**config.mk**
```make
export PLATFORM = sky130hd
export DESIGN_NAME = sac_sequencer
export DESIGN_NICKNAME = d
export VERILOG_FILES = /design/src/sac_sequencer.v
export VERILOG_INCLUDE_DIRS = /design/src
export SDC_FILE = /design/constraint.sdc
export NUM_CORES = 1
export LEC_CHECK = 0
export BUFFER_PORTS_ARGS = -buffer_cell sky130_fd_sc_hd__buf_2
export CAP_MARGIN = 20
export CORE_MARGIN = 3
export CORE_UTILIZATION = 35
export CTS_CLUSTER_SIZE = 10
export DETAILED_ROUTE_END_ITERATION = 12
export PLACE_DENSITY = 0.7
export SYNTH_ARGS = -nofsm -noshare
export SYNTH_HDL_FRONTEND = slang
export SYNTH_SLANG_ARGS = --single-unit
```
**constraint.sdc**
```tcl
create_clock -name aclk -period 4.75 [get_ports aclk]
set_clock_uncertainty 0.15 [all_clocks]
set_input_delay 0 -clock aclk [delete_from_list [all_inputs] [get_ports aclk]]
set_output_delay 0 -clock aclk [all_outputs]
set_load 0.01 [all_outputs]
```
**src/sac_consts.vh**
```
// register map, field positions, reset values and timing counts
// for the successive-approximation converter sequencer.
// assumes a 50 MHz aclk and word-aligned AXI4-Lite access.
`ifndef SAC_CONSTS_VH
`define SAC_CONSTS_VH

// register indices; byte address is four times the index
`define SAC_IDX_RESULT 10'h070
`define SAC_IDX_CSR 10'h071
`define SAC_IDX_IRQ_STAT 10'h072
`define SAC_IDX_IRQ_EN 10'h073
`define SAC_IDX_IRQ_CLR 10'h074

// control/status field positions
`define SAC_CSR_DONE_BIT 7
`define SAC_CSR_ON_BIT 5
`define SAC_CSR_CH_MSB 3
`define SAC_CSR_CH_LSB 0

// reset values
`define SAC_CSR_RESET 8'h00
`define SAC_CHAN_RESET 4'h0
`define SAC_RESULT_RESET 8'h00
`define SAC_IRQ_RESET 2'h0

// interrupt status bit positions
`define SAC_IRQ_ABORT_BIT 0
`define SAC_IRQ_STABLE_BIT 1

// converter timing: aclk cycles per converter clock, then phase lengths in converter clock periods
`define SAC_ADC_DIV 2
`define SAC_LOAD_PERIODS 4
`define SAC_APPROX_PERIODS 8
`define SAC_CONV_PERIODS 12

// the same timing in aclk cycles
`define SAC_LOAD_CYCLES (`SAC_LOAD_PERIODS * `SAC_ADC_DIV)
`define SAC_CONV_CYCLES (`SAC_CONV_PERIODS * `SAC_ADC_DIV)

// default settling time after deep stop, in aclk cycles
`define SAC_STAB_CYCLES_DEF 256

// axi responses
`define SAC_RESP_OKAY 2'b00
`define SAC_RESP_SLVERR 2'b10

`endif

```
**src/sac_sequencer.v**
```verilog
// sequencer and register file of an 8-bit successive-approximation
// converter with a 16-way input multiplexer, reached over AXI4-Lite.
// assumes a latched comparator whose output is clocked by aclk and
// a deep stop level from the on-chip power controller on aclk.
//
// Operation
// - setting on starts continuous conversion
// - conversion lasts twelve half-rate converter clocks
// - load phase, then eight approximation steps
// - phases repeat back to back while on
// - capacitor keeps previous charge after conversion
// - completion sets done flag, no interrupt
// - result holds until next conversion completes
// - control write while on aborts, restarts unless it clears on
// - input at high reference gives full scale
// - input at low reference gives zero
// - core idle leaves converter unchanged
// - deep stop disables, then settling delay
// - clearing on stops conversion, saves power
// - result read or control write clears done
// - result register read-only, resets to zero
//
// Register access over AXI4-Lite and the register addresses were chosen for this implementation.
`include "sac_consts.vh"
`timescale 1ns/1ps
`default_nettype none

module sac_sequencer #(
  parameter ADDR_W = 12,
  parameter STAB_CYCLES = `SAC_STAB_CYCLES_DEF
) (
  input wire aclk,
  input wire aresetn,
  input wire [ADDR_W-1:0] awaddr,
  input wire awvalid,
  output wire awready,
  input wire [31:0] wdata,
  input wire [3:0] wstrb,
  input wire wvalid,
  output wire wready,
  output reg [1:0] bresp,
  output reg bvalid,
  input wire bready,
  input wire [ADDR_W-1:0] araddr,
  input wire arvalid,
  output wire arready,
  output reg [31:0] rdata,
  output reg [1:0] rresp,
  output reg rvalid,
  input wire rready,
  input wire comp_in,
  input wire deep_stop,
  output reg [3:0] chan_sel,
  output reg sample_en,
  output reg [7:0] dac_code,
  output reg conv_power,
  output wire irq
);

  // integer forms first, then cut to the counter widths on purpose
  localparam integer LOAD_I = `SAC_LOAD_CYCLES;
  localparam integer LAST_I = `SAC_CONV_CYCLES - 1;
  localparam integer STAB_I = STAB_CYCLES - 1;
  localparam [4:0] LOAD_CYC = LOAD_I[4:0];
  localparam [4:0] LAST_CYC = LAST_I[4:0];
  localparam [15:0] STAB_LAST = STAB_I[15:0];

  // software-visible state
  reg [3:0] chan_q;
  reg on_q;
  reg done_q;
  reg [7:0] result_q;
  reg [1:0] irq_stat_q;
  reg [1:0] irq_en_q;

  // sequencer state
  reg [4:0] cyc_q;
  reg [7:0] sar_q;
  reg [15:0] stab_q;
  reg stab_busy_q;
  reg stop_q;

  // axi write side holding registers
  reg aw_have_q;
  reg w_have_q;
  reg [9:0] aw_idx_q;
  reg [7:0] wd_q;
  reg ws_q;

  wire wr_go;
  wire csr_wr;
  wire en_wr;
  wire clr_wr;
  wire wr_map;
  wire rd_go;
  wire [9:0] ar_idx;
  wire res_rd;
  wire run;
  wire approx;
  wire [4:0] cyc_m;
  wire [7:0] mask;
  wire done_evt;
  wire abort_evt;
  wire stable_evt;
  wire [1:0] irq_set;

  // write address and data are taken independently, in any order
  assign awready = !aw_have_q && !bvalid;
  assign wready = !w_have_q && !bvalid;
  assign wr_go = aw_have_q && w_have_q;
  assign csr_wr = wr_go && ws_q && (aw_idx_q == `SAC_IDX_CSR);
  assign en_wr = wr_go && ws_q && (aw_idx_q == `SAC_IDX_IRQ_EN);
  assign clr_wr = wr_go && ws_q && (aw_idx_q == `SAC_IDX_IRQ_CLR);
  assign wr_map = (aw_idx_q == `SAC_IDX_CSR) ||
                  (aw_idx_q == `SAC_IDX_IRQ_EN) ||
                  (aw_idx_q == `SAC_IDX_IRQ_CLR);

  // one read at a time; a new one waits for the answer to drain
  assign arready = !rvalid;
  assign rd_go = arvalid && arready;
  assign ar_idx = araddr[11:2];
  assign res_rd = rd_go && (ar_idx == `SAC_IDX_RESULT);

  // converter runs only when on, awake and settled
  assign run = on_q && !stop_q && !stab_busy_q;
  assign approx = (cyc_q >= LOAD_CYC);
  assign cyc_m = cyc_q - LOAD_CYC;
  assign mask = 8'h80 >> cyc_m[3:1];

  // a control write while running aborts, so an abort beats a completion
  assign done_evt = run && !csr_wr && (cyc_q == LAST_CYC);
  assign abort_evt = csr_wr && run;
  assign stable_evt = stab_busy_q && (stab_q == STAB_LAST);
  assign irq_set = {stable_evt, abort_evt};

  // level interrupt from enabled sticky bits; completion never feeds it
  assign irq = |(irq_stat_q & irq_en_q);

  // write channel capture
  always @(posedge aclk)
  begin
    if (!aresetn)
    begin
      aw_have_q <= 1'b0;
      w_have_q <= 1'b0;
      aw_idx_q <= 10'h000;
      wd_q <= 8'h00;
      ws_q <= 1'b0;
    end
    else
    begin
      if (awvalid && awready)
      begin
        aw_have_q <= 1'b1;
        aw_idx_q <= awaddr[11:2];
      end
      else if (wr_go)
        aw_have_q <= 1'b0;
      if (wvalid && wready)
      begin
        w_have_q <= 1'b1;
        wd_q <= wdata[7:0];
        ws_q <= wstrb[0]; // only lane 0 carries register bits
      end
      else if (wr_go)
        w_have_q <= 1'b0;
    end
  end

  // write response, unmapped or read-only targets answer slverr
  always @(posedge aclk)
  begin
    if (!aresetn)
    begin
      bvalid <= 1'b0;
      bresp <= `SAC_RESP_OKAY;
    end
    else if (wr_go)
    begin
      bvalid <= 1'b1;
      bresp <= wr_map ? `SAC_RESP_OKAY : `SAC_RESP_SLVERR;
    end
    else if (bvalid && bready)
      bvalid <= 1'b0;
  end

  // read data is registered; reserved bits read as zero
  always @(posedge aclk)
  begin
    if (!aresetn)
    begin
      rvalid <= 1'b0;
      rdata <= 32'h00000000;
      rresp <= `SAC_RESP_OKAY;
    end
    else if (rd_go)
    begin
      rvalid <= 1'b1;
      rresp <= `SAC_RESP_OKAY;
      case (ar_idx)
        `SAC_IDX_RESULT: rdata <= {24'h000000, result_q};
        `SAC_IDX_CSR: rdata <= {24'h000000, done_q, 1'b0, on_q, 1'b0,
                                chan_q};
        `SAC_IDX_IRQ_STAT: rdata <= {30'h00000000, irq_stat_q};
        `SAC_IDX_IRQ_EN: rdata <= {30'h00000000, irq_en_q};
        default:
        begin
          rdata <= 32'h00000000;
          rresp <= `SAC_RESP_SLVERR;
        end
      endcase
    end
    else if (rvalid && rready)
      rvalid <= 1'b0;
  end

  // control register; channel and on bit are plain software fields
  always @(posedge aclk)
  begin
    if (!aresetn)
    begin
      chan_q <= `SAC_CHAN_RESET;
      on_q <= 1'b0;
    end
    else if (csr_wr)
    begin
      chan_q <= wd_q[`SAC_CSR_CH_MSB:`SAC_CSR_CH_LSB];
      on_q <= wd_q[`SAC_CSR_ON_BIT];
    end
  end

  // done flag: a result read loses to a completion in the same cycle
  always @(posedge aclk)
  begin
    if (!aresetn)
      done_q <= 1'b0;
    else if (done_evt)
      done_q <= 1'b1;
    else if (csr_wr || res_rd)
      done_q <= 1'b0;
  end

  // interrupt enable and sticky status, set wins over clear
  always @(posedge aclk)
  begin
    if (!aresetn)
    begin
      irq_en_q <= `SAC_IRQ_RESET;
      irq_stat_q <= `SAC_IRQ_RESET;
    end
    else
    begin
      if (en_wr)
        irq_en_q <= wd_q[1:0];
      if (clr_wr)
        irq_stat_q <= (irq_stat_q & ~wd_q[1:0]) | irq_set;
      else
        irq_stat_q <= irq_stat_q | irq_set;
    end
  end

  // deep stop tracking and settling count after wake-up
  always @(posedge aclk)
  begin
    if (!aresetn)
    begin
      stop_q <= 1'b0;
      stab_busy_q <= 1'b0;
      stab_q <= 16'h0000;
    end
    else
    begin
      stop_q <= deep_stop;
      if (deep_stop)
      begin
        stab_busy_q <= 1'b0;
        stab_q <= 16'h0000;
      end
      else if (stop_q)
      begin
        stab_busy_q <= 1'b1;
        stab_q <= 16'h0000;
      end
      else if (stable_evt)
        stab_busy_q <= 1'b0;
      else if (stab_busy_q)
        stab_q <= stab_q + 16'h0001;
    end
  end

  // conversion sequencer: aclk pairs form one converter clock period
  always @(posedge aclk)
  begin
    if (!aresetn)
    begin
      cyc_q <= 5'h00;
      sar_q <= 8'h00;
      result_q <= `SAC_RESULT_RESET;
    end
    else if (!run || csr_wr)
    begin
      // off, stopped or rewritten: hold at the start of a conversion
      cyc_q <= 5'h00;
      sar_q <= 8'h00;
    end
    else
    begin
      if (approx)
      begin
        // even cycle tries the bit, odd cycle keeps or drops it
        if (!cyc_q[0])
          sar_q <= sar_q | mask;
        else if (!comp_in)
          sar_q <= sar_q & ~mask;
      end
      if (cyc_q == LAST_CYC)
      begin
        // result changes only here, so it stays valid between ends
        result_q <= comp_in ? sar_q : (sar_q & ~mask);
        // next conversion starts from a cleared trial code
        sar_q <= 8'h00;
        cyc_q <= 5'h00;
      end
      else
        cyc_q <= cyc_q + 5'h01;
    end
  end

  // analog side drive; capacitor only connected in the load phase
  always @(posedge aclk)
  begin
    if (!aresetn)
    begin
      chan_sel <= 4'h0;
      sample_en <= 1'b0;
      dac_code <= 8'h00;
      conv_power <= 1'b0;
    end
    else
    begin
      chan_sel <= chan_q;
      // a control write reaches the power rail at once
      conv_power <= (csr_wr ? wd_q[`SAC_CSR_ON_BIT] : on_q) &&
                    !deep_stop;
      // no discharge between conversions saves pin current;
      // a restart keeps the capacitor on the input through reload
      sample_en <= run &&
                   (csr_wr ? wd_q[`SAC_CSR_ON_BIT] : !approx);
      // bit under test goes out at once, so the comparator
      // answers for this trial by the odd edge that decides it
      if (run && !csr_wr && approx && !cyc_q[0])
        dac_code <= sar_q | mask;
      else
        dac_code <= sar_q;
    end
  end

endmodule // sac_sequencer

`default_nettype wire

```
==> out/qor.txt <==
Status = finished clean
Total Routing Usage GR = 14.6%
Cell mode on critical path = dlygate4sd3_1
CTS tree = built
CP bufs+invs = 4
Worst Setup End Kind = flip-flop
Pre-antenna DRT Iters = 4
Vias post-DR = 3552
Multi-input logic area = 0.00206 mm^2
R2R depth = 4
Asr flop ratio synth = 0%
Synth Flop Type = dfxtp_1
Seq. cell area = 0.00186 mm^2
Area leader, netlist = dfxtp_1
HPWL Detailed = 6530 um
Top post-synthesis cells by area = dfxtp_1, nand2_1, mux2i_1
Number of synthesized flops with an enable pin = 0
Setup violations, final = 0
Final core utilization = 43.7%
Cell variety after synth = 55
Worst Path Max Fanout = 4
Pins Over Slew Limit = 0
Total gr overflow = 0
CP peak stage delay = 0.60 ns
Setup TNS after final layout = 0 ns
Clk buf depth = 2
Drt first-iter violations = 200
Synth Register Bits = 93
IO buf count = 64
Die area = 0.0132 mm^2
Final GP Congestion = 0.825
IO Pins = 125
Setup ws final = 1.67 ns
Pwr dens = 324 mW/mm^2
Initial Util = 36.0%
Average size of a mapped cell = 8.66 um^2
Yosys Warn Count = 0
Worst slew pin tran = 0.900 ns
Place WS = 2.42 ns
Worst flop-to-flop path startpoint = stab_q[12]
Hold/Removal Path Class = input port to flip-flop
Ordered list of cells on the worst path = dlygate4sd3_1, buf_2, or4b_4, dlygate4sd3_1, nor4_1, nand3_1, dlygate4sd3_1, a21oi_1
Height of the die = 115 um
Vias in the first global route = 3394
Core area = 0.0115 mm^2
Hold Crit Endpoint = aw_idx_q[2]
Crit path launch type = input port
Residual DRC = 0
Max IR drop VDD = 199 uV
Initial antenna violation count = 0
Required time worst endpoint = 4.87 ns
Vias per std cell = 5.05
Synthesized instance count = 479
Die X = 115 um
Clock Tree Root = clkbuf_16
Max-cap viol count = 0
Worst slew margin = 39.4%
Num CTS Buffers = 9
Worst-Skew Late Latency = 0.34 ns
RSZ-0062 raised after global routing = false
Area grow syn2layout = 21.2%
Largest net degree at the start of global routing = 42
Tmin final = 3.08 ns
R2r setup slk = 2.40 ns
Antenna diodes = 0
Register area share after synthesis = 44.9%
Fmax = 325 MHz
CP max-delay cell = nor4_1
Total Nets Final = 629
CTS sink cnt = 93
Share of cells above drive strength 1 = 16.8%
Crit path DAT = 3.20 ns
Post-DRT Antenna Nets = 0
Global-route wire length before repair = 15700 um
Min-delay src = awvalid
# rows = 39
Hold Fails Final Rpt = 0
Hold depth = 4
CP delay by family, top = buffers and inverters
Final Cycle Share = 64.9%
Setup CP Type = input port to flip-flop
Resized Gates After CTS = 0
Reg2reg end = stab_q[7]
Cell area after synthesis = 0.00415 mm^2
Post-DR wirelength/cell = 13.6 um
Leak = 1.99 nW
Post-synth top area share = 44.9%
H-Tree Depth = 3
Fillers = 1098
Final wirelength = 9580 um
Clk slew on worst S/H paths = 0.06 ns
power by group:
part / switching, W / internal, W / leakage (nW)
Sequential: 0.0000125 / 0.000794 / 0.753
Clock: 0.000294 / 0.000421 / 0.145
Combinational: 0.0000606 / 0.0000465 / 1.09
Total: 0.000367 / 0.00126 / 1.99
cell type report:
| class | count | share of cell area [%] |
|---|---|---|
| Sequential cell | 93 | 37.0 |
| Timing Repair Buffer | 92 | 11.9 |
| Inverter | 9 | 0.672 |
| Tap cell | 143 | 3.56 |
| Multi-Input combinational cell | 352 | 40.9 |
| Clock buffer | 10 | 4.75 |
| Clock inverter | 5 | 1.19 |
sequential cells by signal (all words and copies together), names as in the netlist, 2 cells and up:
signal and count:
irq_stat_q 2, cyc_q 5, dac_code 8, wd_q 5
result_q 8, aw_idx_q 10, sar_q 8, rdata 8
stab_q 16, chan_q 4, chan_sel 4, irq_en_q 2
worst max path at each step:
| stage | startpoint | end | slack (ns) | depth (start not counted) |
|---|---|---|---|---|
| after CTS | araddr[10] | rdata[4] | 1.72 | 8 |
| after floorplan | stab_q[8] | stab_q[0] | 2.89 | 6 |
| after global placement | stab_q[12] | stab_q[3] | 2.50 | 4 |
| final | araddr[10] | rdata[4] | 1.67 | 8 |
| after global routing | araddr[10] | rdata[4] | 1.53 | 8 |
| after detailed placement | stab_q[11] | stab_q[7] | 2.42 | 4 |
cell usage after synthesis (4+ instances only):
master     number
nand2b_1        7
or3_1           7
nor4_1          6
o31ai_1         4
or4_1           5
a2bb2oi_1       4
inv_1           9
o211ai_1        4
xnor2_1         4
o21a_1         12
nand3_1        15
and4_1          4
nand2_1        66
mux2i_1        21
o21ai_0        15
nor2_1         35
buf_4          27
a221oi_1        4
clkbuf_1       19
nor3_1         14
a21oi_1        38
dfxtp_1        93
nand4_1         9
and2_1          8
cell usage in the layout, fill, tap and decap left out, types with 9 or more instances in the layout:
| cell type | instances |
|---|---|
| dlygate4sd3_1 | 27 |
| nor3_1 | 14 |
| a21oi_1 | 38 |
| nand3_1 | 15 |
| mux2i_1 | 21 |
| dfxtp_1 | 93 |
| clkbuf_16 | 9 |
| buf_2 | 64 |
| nand2_1 | 66 |
| o21a_1 | 12 |
| o21ai_0 | 15 |
| nand4_1 | 9 |
| conb_1 | 26 |
| inv_1 | 9 |
| nor2_1 | 35 |
timing repair:
action / in CTS / in global routing
buffers inserted: 0 / 0
endpoints found under the hold margin: 32 / 0
hold buffers: 27 / 0
cell families (layout without fill, tap and decap cells):
group           count (synthesis)  count (layout)  synth area share, %
compound gates                 95              95                 14.7
xor+xnor                        6               6                 1.27
fa+ha+maj                       3               3                0.905
buf+inv                        59             116                 7.84
flops                          93              93                 44.9
mux                            23              23                 5.61
other cells                     1              26               0.0904
simple gates                  199             199                 24.7
metal layers:
metal	GRT usage, %	wire length, um
met1	18.5	4440
met2	23.8	4520
met3	3.95	412
met4	5.40	208
met5	0	0
per-stage QoR:
stage                     hold slack (ns)  cells  power, W  area [um^2]
final                              0.0333    704   0.00163         5030
after global routing               0.0708    704   0.00169         5030
after CTS                         0.00474    704   0.00164         5030
after detailed placement           0.0909    662  0.000913         4460
after global placement             0.0631    662  0.000911         4460
after floorplan                   -0.0772    504  0.000898         4240
worst reg2reg max path, cell delays in order (launching register included):
cell and delay (ns):
dfxtp_1 0.36, or4_1 0.58, o41ai_2 0.82, o21ai_0 0.20
a21oi_1 0.16
Power figures use the tool's default switching activity.
